File: src/logic/tsa_consts.svh
// offsets, field positions and reset values of the slot assignment block
// assumes: included by the design file and the test bench by bare name
`ifndef TSA_CONSTS_SVH
`define TSA_CONSTS_SVH

// ======================================================================
// register byte offsets
`define TSA_OFS_CTRL 12'h000
`define TSA_OFS_STATUS 12'h004
`define TSA_OFS_SEL 12'h008
`define TSA_OFS_ENTRY 12'h00c
`define TSA_OFS_CRC 12'h010

// ======================================================================
// control / status fields
`define TSA_CTRL_CYCDEP 0
`define TSA_CTRL_UNLOCK 1
`define TSA_STAT_IGNORED 0
`define TSA_STAT_POC_LO 4
`define TSA_STAT_POC_HI 5

// ======================================================================
// entry fields
`define TSA_ENT_VALID 0
`define TSA_ENT_CH_LO 1
`define TSA_ENT_CH_HI 2
`define TSA_ENT_KEY 3
`define TSA_ENT_CYCDEP 4
`define TSA_ENT_DYN 5
`define TSA_ENT_SLOT_LO 6
`define TSA_ENT_SLOT_HI 16
`define TSA_ENT_BASE_LO 17
`define TSA_ENT_BASE_HI 22
`define TSA_ENT_REP_LO 23
`define TSA_ENT_REP_HI 25
`define TSA_CRC_HI 10

// ======================================================================
// reset values: list locked, cycle-dependent static assignment off
`define TSA_RST_CYCDEP 1'b0
`define TSA_RST_UNLOCK 1'b0

`endif

File: src/logic/tsa_pkg.sv
// types shared by the slot assignment block and its surroundings
// assumes: nothing beyond the constants header
package tsa_pkg;

  // ====================================================================
  // controller state as reported by the protocol engine
  typedef enum logic [1:0] {
    TSA_DEFAULT_CONFIG,
    TSA_CONFIG,
    TSA_NORMAL_ACTIVE,
    TSA_OTHER_STATE
  } tsa_poc_e;

  typedef enum logic [1:0] {
    TSA_SEND_NONE,
    TSA_SEND_NULL,
    TSA_SEND_DATA
  } tsa_kind_e;

  // ====================================================================
  // one assignment list entry
  typedef struct packed {
    logic valid;
    logic [1:0] chan;
    logic key;
    logic cycdep;
    logic dyn;
    logic [10:0] slot;
    logic [5:0] base;
    logic [2:0] rep;
    logic [10:0] crc;
  } tsa_entry_s;

  // slot announced by the protocol engine
  typedef struct packed {
    logic [10:0] slot;
    logic [5:0] cycle;
    logic dyn;
  } tsa_slot_s;

  // per-channel answer to the protocol engine
  typedef struct packed {
    logic assigned;
    tsa_kind_e kind;
    logic [10:0] crc;
    logic [7:0] idx;
  } tsa_tx_s;

endpackage : tsa_pkg

File: src/logic/tsa_ctrl.sv
// transmit slot assignment list with apb register access
// assumes: apb master on pclk; protocol engine logic on the same clock
//
// Functional notes
// - each channel gets its own assignment answer
// - normal active: every assigned static slot sends
// - static: null frame if no data/buffer
// - dynamic: data only with active buffer
// - cycle-independent entries match every cycle
// - cycle-dependent entries: slot plus cycle set
// - host bit enables cycle-dependent static entries
// - that bit written only in configuration
// - disabled: static entries act cycle-independent
// - key slots never cycle multiplexed
// - base/repetition covers every buffer cycle set
// - answer presented at each slot start
// - every entry holds its own header crc
// - list frozen in default configuration
// - lock bit changes only in configuration
// - outside configuration, writes need explicit unlock
// - key slots: all channels, every cycle
// - key changes outside configuration ignored, flagged in status
// - sync frames need no receive entry here
//
// Implementation choices: the register addresses and the APB register port.
`include "tsa_consts.svh"

module tsa_ctrl
  import tsa_pkg::*;
#(
  parameter int NUM_ENTRIES = 16,
  parameter int NUM_CH = 2
)(
  input wire logic pclk,
  input wire logic presetn,
  input wire logic psel,
  input wire logic penable,
  input wire logic pwrite,
  input wire logic [11:0] paddr,
  input wire logic [31:0] pwdata,
  output logic [31:0] prdata,
  output logic pready,
  output logic pslverr,
  input wire tsa_poc_e poc_state,
  input wire logic slot_start,
  input wire tsa_slot_s slot_info,
  input wire logic [NUM_CH-1:0] buf_cfg,
  input wire logic [NUM_CH-1:0] buf_ready,
  output logic tx_valid,
  output tsa_tx_s [NUM_CH-1:0] tx_res
);

  localparam int IW = $clog2(NUM_ENTRIES);

  // ====================================================================
  // bus decode
  logic setup;
  logic wr_acc;
  logic hit_ctrl;
  logic hit_stat;
  logic hit_sel;
  logic hit_ent;
  logic hit_crc;
  logic mapped;

  assign setup = psel & ~penable;
  assign wr_acc = psel & penable & pwrite;
  assign hit_ctrl = paddr == `TSA_OFS_CTRL;
  assign hit_stat = paddr == `TSA_OFS_STATUS;
  assign hit_sel = paddr == `TSA_OFS_SEL;
  assign hit_ent = paddr == `TSA_OFS_ENTRY;
  assign hit_crc = paddr == `TSA_OFS_CRC;
  assign mapped = hit_ctrl | hit_stat | hit_sel | hit_ent | hit_crc;

  // zero-wait slave; only unmapped addresses answer with an error
  assign pready = 1'b1;
  assign pslverr = psel & penable & ~mapped;

  // ====================================================================
  // state held for software
  logic cycdep_en_q;
  logic unlock_q;
  logic ignored_q;
  logic [IW-1:0] sel_q;
  tsa_entry_s ent_q [NUM_ENTRIES];
  logic [31:0] prdata_q;

  logic in_dflt;
  logic in_cfg;
  assign in_dflt = poc_state == TSA_DEFAULT_CONFIG;
  assign in_cfg = poc_state == TSA_CONFIG;

  // ====================================================================
  // control register
  always_ff @(posedge pclk or negedge presetn)
  begin
    if (!presetn)
    begin
      cycdep_en_q <= `TSA_RST_CYCDEP;
      unlock_q <= `TSA_RST_UNLOCK;
    end
    else if (wr_acc && hit_ctrl && in_cfg)
    begin
      cycdep_en_q <= pwdata[`TSA_CTRL_CYCDEP];
      unlock_q <= pwdata[`TSA_CTRL_UNLOCK];
    end
  end

  always_ff @(posedge pclk or negedge presetn)
  begin
    if (!presetn)
      sel_q <= '0;
    else if (wr_acc && hit_sel)
      sel_q <= pwdata[IW-1:0];
  end

  // ====================================================================
  // write permission for the selected entry
  tsa_entry_s cur;
  tsa_entry_s nxt;
  logic ent_ok;
  logic crc_ok;
  logic bad_form;
  logic may_touch;

  always_comb
  begin
    cur = ent_q[sel_q];
    nxt = cur;
    nxt.valid = pwdata[`TSA_ENT_VALID];
    nxt.chan = pwdata[`TSA_ENT_CH_HI:`TSA_ENT_CH_LO];
    nxt.key = pwdata[`TSA_ENT_KEY];
    nxt.cycdep = pwdata[`TSA_ENT_CYCDEP];
    nxt.dyn = pwdata[`TSA_ENT_DYN];
    nxt.slot = pwdata[`TSA_ENT_SLOT_HI:`TSA_ENT_SLOT_LO];
    nxt.base = pwdata[`TSA_ENT_BASE_HI:`TSA_ENT_BASE_LO];
    nxt.rep = pwdata[`TSA_ENT_REP_HI:`TSA_ENT_REP_LO];
  end

  // key entries, old or new, move only in configuration
  assign may_touch = ~in_dflt &
    (in_cfg | (unlock_q & ~cur.key));
  // key slots cannot be multiplexed; static multiplexing needs the enable
  assign bad_form = (nxt.key & (nxt.cycdep | nxt.dyn)) |
    (~nxt.dyn & nxt.cycdep & ~cycdep_en_q);
  assign ent_ok = may_touch & (in_cfg | ~nxt.key) & ~bad_form;
  assign crc_ok = may_touch;

  logic ent_wr;
  logic crc_wr;
  assign ent_wr = wr_acc & hit_ent & ent_ok;
  assign crc_wr = wr_acc & hit_crc & crc_ok;

  // ====================================================================
  // assignment list storage
  always_ff @(posedge pclk or negedge presetn)
  begin
    if (!presetn)
    begin
      for (int i = 0; i < NUM_ENTRIES; i++)
        ent_q[i] <= '0;
    end
    else if (ent_wr)
      ent_q[sel_q] <= nxt;
    else if (crc_wr)
      ent_q[sel_q].crc <= pwdata[`TSA_CRC_HI:0];
  end

  // ====================================================================
  // sticky flag: a list or control write was dropped; set wins over clear
  logic drop;
  assign drop = wr_acc & ((hit_ent & ~ent_ok) | (hit_crc & ~crc_ok) |
    (hit_ctrl & ~in_cfg));

  always_ff @(posedge pclk or negedge presetn)
  begin
    if (!presetn)
      ignored_q <= 1'b0;
    else if (drop)
      ignored_q <= 1'b1;
    else if (wr_acc && hit_stat && pwdata[`TSA_STAT_IGNORED])
      ignored_q <= 1'b0;
  end

  // ====================================================================
  // read data, captured in the setup phase
  logic [31:0] rd;

  always_comb
  begin
    rd = '0;
    if (hit_ctrl)
    begin
      rd[`TSA_CTRL_CYCDEP] = cycdep_en_q;
      rd[`TSA_CTRL_UNLOCK] = unlock_q;
    end
    else if (hit_stat)
    begin
      rd[`TSA_STAT_IGNORED] = ignored_q;
      rd[`TSA_STAT_POC_HI:`TSA_STAT_POC_LO] = poc_state;
    end
    else if (hit_sel)
      rd[IW-1:0] = sel_q;
    else if (hit_ent)
    begin
      rd[`TSA_ENT_VALID] = cur.valid;
      rd[`TSA_ENT_CH_HI:`TSA_ENT_CH_LO] = cur.chan;
      rd[`TSA_ENT_KEY] = cur.key;
      rd[`TSA_ENT_CYCDEP] = cur.cycdep;
      rd[`TSA_ENT_DYN] = cur.dyn;
      rd[`TSA_ENT_SLOT_HI:`TSA_ENT_SLOT_LO] = cur.slot;
      rd[`TSA_ENT_BASE_HI:`TSA_ENT_BASE_LO] = cur.base;
      rd[`TSA_ENT_REP_HI:`TSA_ENT_REP_LO] = cur.rep;
    end
    else if (hit_crc)
      rd[`TSA_CRC_HI:0] = cur.crc;
  end

  always_ff @(posedge pclk or negedge presetn)
  begin
    if (!presetn)
      prdata_q <= '0;
    else if (setup && !pwrite)
      prdata_q <= rd;
  end

  assign prdata = prdata_q;

  // ====================================================================
  // lookup: lowest matching index wins per channel
  // cycle set is base modulo 2**rep, covering every repetition a
  // transmit buffer can be given
  function automatic logic cyc_hit(input tsa_entry_s e,
                                   input logic [5:0] cyc,
                                   input logic dep_en);
    logic [5:0] m;
    logic dep;
    m = 6'h3f >> (3'd6 - ((e.rep > 3'd6) ? 3'd6 : e.rep));
    dep = e.cycdep & ~e.key & (e.dyn | dep_en);
    cyc_hit = !dep || ((cyc & m) == (e.base & m));
  endfunction : cyc_hit

  logic [NUM_CH-1:0] hit;
  logic [IW-1:0] hit_idx [NUM_CH];

  always_comb
  begin
    for (int c = 0; c < NUM_CH; c++)
    begin
      hit[c] = 1'b0;
      hit_idx[c] = '0;
      for (int i = NUM_ENTRIES - 1; i >= 0; i--)
      begin
        // key entries apply to every connected channel
        if (ent_q[i].valid &&
            (ent_q[i].chan[c] || ent_q[i].key) &&
            ent_q[i].slot == slot_info.slot &&
            ent_q[i].dyn == slot_info.dyn &&
            cyc_hit(ent_q[i], slot_info.cycle, cycdep_en_q))
        begin
          hit[c] = 1'b1;
          hit_idx[c] = IW'(i);
        end
      end
    end
  end

  // ====================================================================
  // answer to the protocol engine, one cycle after each slot start
  // reception is not looked up: sync frames are the engine's own job
  always_ff @(posedge pclk or negedge presetn)
  begin
    if (!presetn)
    begin
      tx_valid <= 1'b0;
      tx_res <= '0;
    end
    else
    begin
      tx_valid <= slot_start;
      if (slot_start)
      begin
        for (int c = 0; c < NUM_CH; c++)
        begin
          tx_res[c].assigned <= hit[c];
          tx_res[c].crc <= ent_q[hit_idx[c]].crc;
          tx_res[c].idx <= 8'(hit_idx[c]);
          if (!hit[c] || poc_state != TSA_NORMAL_ACTIVE)
            tx_res[c].kind <= TSA_SEND_NONE;
          else if (slot_info.dyn)
            tx_res[c].kind <= (buf_cfg[c] && buf_ready[c]) ?
              TSA_SEND_DATA : TSA_SEND_NONE;
          else
            tx_res[c].kind <= (buf_cfg[c] && buf_ready[c]) ?
              TSA_SEND_DATA : TSA_SEND_NULL;
        end
      end
    end
  end

endmodule : tsa_ctrl

File: config.mk
export PLATFORM = sky130hd
export DESIGN_NAME = tsa_ctrl
export DESIGN_NICKNAME = d
export VERILOG_FILES = /design/src/logic/tsa_pkg.sv /design/src/logic/tsa_ctrl.sv
export VERILOG_INCLUDE_DIRS = /design/src /design/src/logic
export SDC_FILE = /design/constraint.sdc
export NUM_CORES = 2
export LEC_CHECK = 0
export BUFFER_PORTS_ARGS = -buffer_cell sky130_fd_sc_hd__buf_2
export CAP_MARGIN = 5
export CELL_PAD_IN_SITES_DETAIL_PLACEMENT = 1
export CELL_PAD_IN_SITES_GLOBAL_PLACEMENT = 1
export CORE_AREA = 5 5 285 287
export CTS_CLUSTER_DIAMETER = 30
export DETAILED_ROUTE_END_ITERATION = 7
export DIE_AREA = 0 0 290 292
export PLACE_DENSITY = 0.82
export SYNTH_ARGS = -nofsm -noshare
export SYNTH_HDL_FRONTEND = slang
export SYNTH_SLANG_ARGS = --single-unit
File: constraint.sdc
create_clock -name pclk -period 4.6 [get_ports pclk]
set_input_delay 0 -clock pclk [delete_from_list [all_inputs] [get_ports pclk]]
set_output_delay 0 -clock pclk [all_outputs]
set_load 0.005 [all_outputs]
# == After elaboration in Yosys (flattened, before gate mapping) ==
# Cells that the tools add are included.
# word_totals
reg_bits,662
inputBits,74
# classes
addsub,16
order_cmp,20
eq_ne,54
n_shift,16
muxes,118
bitwise,139
reduce_logical,210
# ops
op,count
bitwise mux 592 bit,2
two-way mux 592 bit,2
binary-select mux 37 bit (select 4 bit),3
demux 37 bit (select 4 bit),2
AND 6 bit,32
equality test 11 bit,16
logical AND 1 bit,137
two-way mux 4 bit,33
two-way mux 37 bit,3
equality test 6 bit,16
"right shift 6 x 3 -> 6 bit, first input constant",16
two-way mux 11 bit,7
AND 1 bit,51
two-way mux 3 bit,17
logical OR 1 bit,50
"greater-than comparator 3 bit, second input constant",16
"subtractor 3 bit, first input constant",16
two-way mux 1 bit,35
inverter 1 bit,27
bitwise OR 1 bit,26
"equality test 12 x 4 -> 1 bit, second input constant",2
two-way mux 24 bit,1
two-way mux 22 bit,1
two-way mux 2 bit,10
other kinds (14),52

# == Longest topological paths before layout ==
# logic_depth
ltp_word,28
depth_mapped,19
mapped_depth_nobuf,17

# == Least setup slack after synthesis ==
# Ideal clock, no wire load.
# synth_timing
path_type,register -> register
start,reg ent_q[271] (netlist bit)
end,reg tx_res[30] (netlist bit)
setup_ns,0.125
arrival_ns,3.672
t_required_ns,4.475
slack_ns,0.803
stages_incl_launch_ff,19
path_buffers,1
path_cell_list,dfrtp_1 -> nand2_1 -> nand2_1 -> inv_1 -> ha_1 -> inv_1 -> ha_1 -> nand2b_1 -> a222oi_1 -> o22ai_1 -> nor3_1 -> o21bai_1 -> or2_2 -> o21ai_2 -> clkbuf_1 -> mux2_2 -> a22o_1 -> a311oi_1 -> nand2_1
# synth_between
elab_chain_cells,21
# synth_lines
element,line_no,rtl
start: declaration,tsa_ctrl.sv:85,tsa_entry_s ent_q [NUM_ENTRIES];
start signal: indexed assignment,tsa_ctrl.sv:164,ent_q[sel_q] <= nxt;
greater-than comparator 3 bit,tsa_ctrl.sv:238,m = 6'h3f >> (3'd6 - ((e.rep > 3'd6) ? 3'd6 : e.rep));
two-way mux 3 bit *,tsa_ctrl.sv:238,
subtractor 3 bit *,tsa_ctrl.sv:238,
right shift 6 x 3 -> 6 bit *,tsa_ctrl.sv:238,
AND 6 bit,tsa_ctrl.sv:240,cyc_hit = !dep || ((cyc & m) == (e.base & m));
equality test 6 bit *,tsa_ctrl.sv:240,
logical OR 1 bit *,tsa_ctrl.sv:240,
logical AND 1 bit *,tsa_ctrl.sv:258,ent_q[i].dyn == slot_info.dyn &&
two-way mux 4 bit * (9 in a row),tsa_ctrl.sv:255,if (ent_q[i].valid &&
inverter 4 -> 5 bit (implied by the code) *,tsa_ctrl.sv:286,tx_res[c].crc <= ent_q[hit_idx[c]].crc;
binary-select mux 37 bit (select 4 bit) *,tsa_ctrl.sv:286,
two-way mux 11 bit (implied by the code) * (2 in a row),tsa_ctrl.sv:286,
end: declaration,tsa_ctrl.sv:50,output tsa_tx_s [NUM_CH-1:0] tx_res
# Mark *: on every way between the ends. The rest lies on a longest branch, timed or not. The select of a mux whose other input is x is not followed.
# A chain may end at the register's enable or synchronous reset.

# == Worst setup path after layout ==
# layout_timing
start,reg ent_q[395] (netlist bit)
end,reg tx_res[15] (netlist bit)
# layout_between
elab_chain_cells,14
# layout_lines
element,line_no,rtl
equality test 11 bit,tsa_ctrl.sv:257,ent_q[i].slot == slot_info.slot &&
logical AND 1 bit,tsa_ctrl.sv:256,(ent_q[i].chan[c] || ent_q[i].key) &&
logical AND 1 bit,tsa_ctrl.sv:257,
logical AND 1 bit,tsa_ctrl.sv:258,
two-way mux 4 bit (6 in a row),tsa_ctrl.sv:255,
inverter 4 -> 5 bit (implied by the code),tsa_ctrl.sv:286,
binary-select mux 37 bit (select 4 bit),tsa_ctrl.sv:286,
two-way mux 11 bit (implied by the code) (2 in a row),tsa_ctrl.sv:286,
# No other way between the ends. The select of a mux whose other input is x is not followed.

==> metrics <==
largest net degree at the start of global routing 148; Post-Syn Area per Cell 11.2 um2; Final Setup Violations 23; CTS sink cnt around 660; Synth Cell Area 0.0394 mm2; share of cells above drive strength 1 0.330; Area Overhead vs Synth 23.1%; die height 292 um; Routed WL 197000 um; post-route cell area 0.0486 mm2; YS warnings 0; TritonCTS clock tree done; grt total ovfl 0; Post-Synthesis Cells 3532; Routed WL per cell 39.8 um; Pwr per Cell Area approximately 400 mW/mm2; period utilisation layout 1.22; die area 0.0847 mm2; Via density 7.59; GRT Util Overall 0.419; CTS H-Tree Depth 4; critical path class reg -> reg; vias in the first global route 39300; Clock transition at path regs roughly 50 ps; Iteration-0 DRC Markers 5822; dpl ws 136 ps; Placeable Area 0.0784 mm2; Worst Path Required 5270 ps; ys async rst share 1.00; io pins 153; 1st-pass router iterations 8; failing checks design-rule violations, negative setup slack; DRT antenna net count 0; Clock Path Buffers 3; max frequency 178 MHz; placed instance count 4542; Setup crit end kind flop; worst hold slack 30.5 ps; max cap viols 0; Synth Register Bits 662; initial antenna violation count 21; drt drc 160; root buf cell clkbuf_16; worst min path class in -> reg; Tot Pwr just under 20 mW; min setup slack post-route -1030 ps; Die X-Extent 290 um; min Tclk post-route 5630 ps; Synth cell types a little under 90; Max VDD drop 414 uV; Seq/Total Area, Yosys 0.420; total number of vias approximately 38000; routability cong. roughly 0.95; headroom to the max-slew limit 0.121; final hold vios 0; flop2flop setup slack -1030 ps; Top FF cell, synth dfrtp_1; Leak 21.8 nW; hpwl dp 101000 um; # rows 103; fin. max-slew vios 0; post-route insts no fill 4953; EDFF count, synth 0; Starting Density 0.503; worst skew pair latency 790 ps; Inserted Clock Buffers between 150 and 200; Least-Margin Pin Slew between 1000 and 1500 ps; Final nets around 3900; dpl cell area 0.0414 mm2; CP Launch Type flop; CP max FO 7; Worst Skew 46.4 ps; Arr. time, crit path 6300 ps; first-pass GRT wire length between 200000 and 300000 um; status finished, violations left; # port buffers 131
[report_power, final]
group	switching [mW]	internal (mW)
clock network	4.30	8.47
logic	0.555	0.216
registers	0.0169	5.86
total	4.88	14.5
[layout make-up]
| class | instances | area (um2) |
|---|---|---|
| clock inverters | 93 | 1320 |
| diodes | 13 | 32.5 |
| multi-input cells | 2487 | 21500 |
| fillers | 7765 | 29800 |
| flip-flops and latches | 662 | 16600 |
| well taps | 1050 | 1310 |
| clock buffers | 203 | 4550 |
| repair buffers | 378 | 3000 |
| inverters | 67 | 251 |
[worst max-delay path, stage by stage, from the launching register on]
cell	delay (ps)
dfrtp_1	430
xnor2_1	940
nand4_1	290
nor4_1	410
buf_4	250
o221ai_1	330
a211oi_1	1040
a21boi_1	360
nor2_4	270
nand2_1	150
or3_1	410
buf_4	220
o221a_2	250
a21oi_1	190
[stage by stage]
step           TNS (ps)   util
6_report         -12630  0.620
5_1_grt          -10440  0.619
4_1_cts               0  0.612
3_5_place_dp          0  0.529
3_3_place_gp          0  0.529
2_1_floorplan         0      -
[registers in the layout, indices dropped and copies added (netlist names)]
signal	count
prdata	26
ent_q	592
unlock_q	1
tx_res	36
sel_q	4
cycdep_en_q	1
ignored_q	1
tx_valid	1
[worst paths after layout]
check / from / end / depth (start not counted)
max: ent_q[395] / tx_res[15] / 13
min: paddr[10] / unlock_q / 6
max reg2reg: ent_q[395] / tx_res[15] / 13
min reg2reg: prdata[3] / prdata[3] / 1
max in group asynchronous: presetn / ent_q[42] / 4
min in group asynchronous: presetn / ent_q[53] / 4
[cells in the final DEF (no fill, tap or decap), types with 30 or more instances in the layout]
master,instances
a21oi_1,201
buf_2,130
buf_4,165
clkbuf_16,166
clkbuf_8,30
dfrtp_1,654
dlygate4sd3_1,53
ha_1,44
inv_1,67
mux2_1,36
mux2_2,370
mux2i_1,114
mux4_2,206
nand2_1,408
nand4_1,40
nor2_1,104
o21ai_0,196
xnor2_1,202
xor2_1,86
[cells by family after synthesis]
| logic type | share of synthesized area |
|---|---|
| other cells | 0.000190 |
| flops | 0.420 |
| fa+ha+maj | 0.0146 |
| compound gates | 0.107 |
| buf+inv | 0.0446 |
| mux | 0.263 |
| xor+xnor | 0.0640 |
| simple gates | 0.0865 |
[Yosys cell counts (all sizes together) (6+ instances only)]
master,count,area share
or4,17,0.0032
a211oi,23,0.0044
mux2i,115,0.029
o2111ai,6,0.0013
xnor2,202,0.045
ha,46,0.015
a31oi,7,0.0011
a221oi,18,0.0040
clkbuf,183,0.017
mux2,406,0.12
o32a,10,0.0025
or2,6,0.00095
and2,21,0.0033
or3,10,0.0018
nor3,24,0.0040
a32oi,12,0.0027
inv,67,0.0064
a21boi,6,0.0011
a22o,27,0.0060
nand2b,14,0.0022
nand3,27,0.0034
a311oi,11,0.0024
a22oi,19,0.0036
dfrtp,662,0.42
nor2b,17,0.0027
o22a,7,0.0016
nand4,41,0.0067
nor3b,7,0.0013
o221a,11,0.0031
o22ai,14,0.0022
buf,147,0.021
a21oi,204,0.026
nor2,119,0.012
xor2,86,0.019
o211ai,17,0.0032
o221ai,13,0.0029
o21ai,212,0.027
nor4,16,0.0029
mux4,207,0.12
nand2,408,0.039
[layer usage]
metal | part of all wire | global-route usage | up-vias
li1 | - | - | 13400
met1 | 0.32 | 0.483 | 18600
met2 | 0.43 | 0.642 | 3913
met3 | 0.14 | 0.149 | 1690
met4 | 0.11 | 0.320 | 20
met5 | 0.0018 | 0 | -
[what timing repair did]
action,4_1_cts,5_1_grt
gates resized for setup,7,56
setup endpoints to repair,19,25
hold endpoints to repair,1056,0
pin swaps,3,18
setup buffers,3,41
cloned,1,3
hold buffers,54,0
Note: power is estimated with default switching activity, not from simulation.
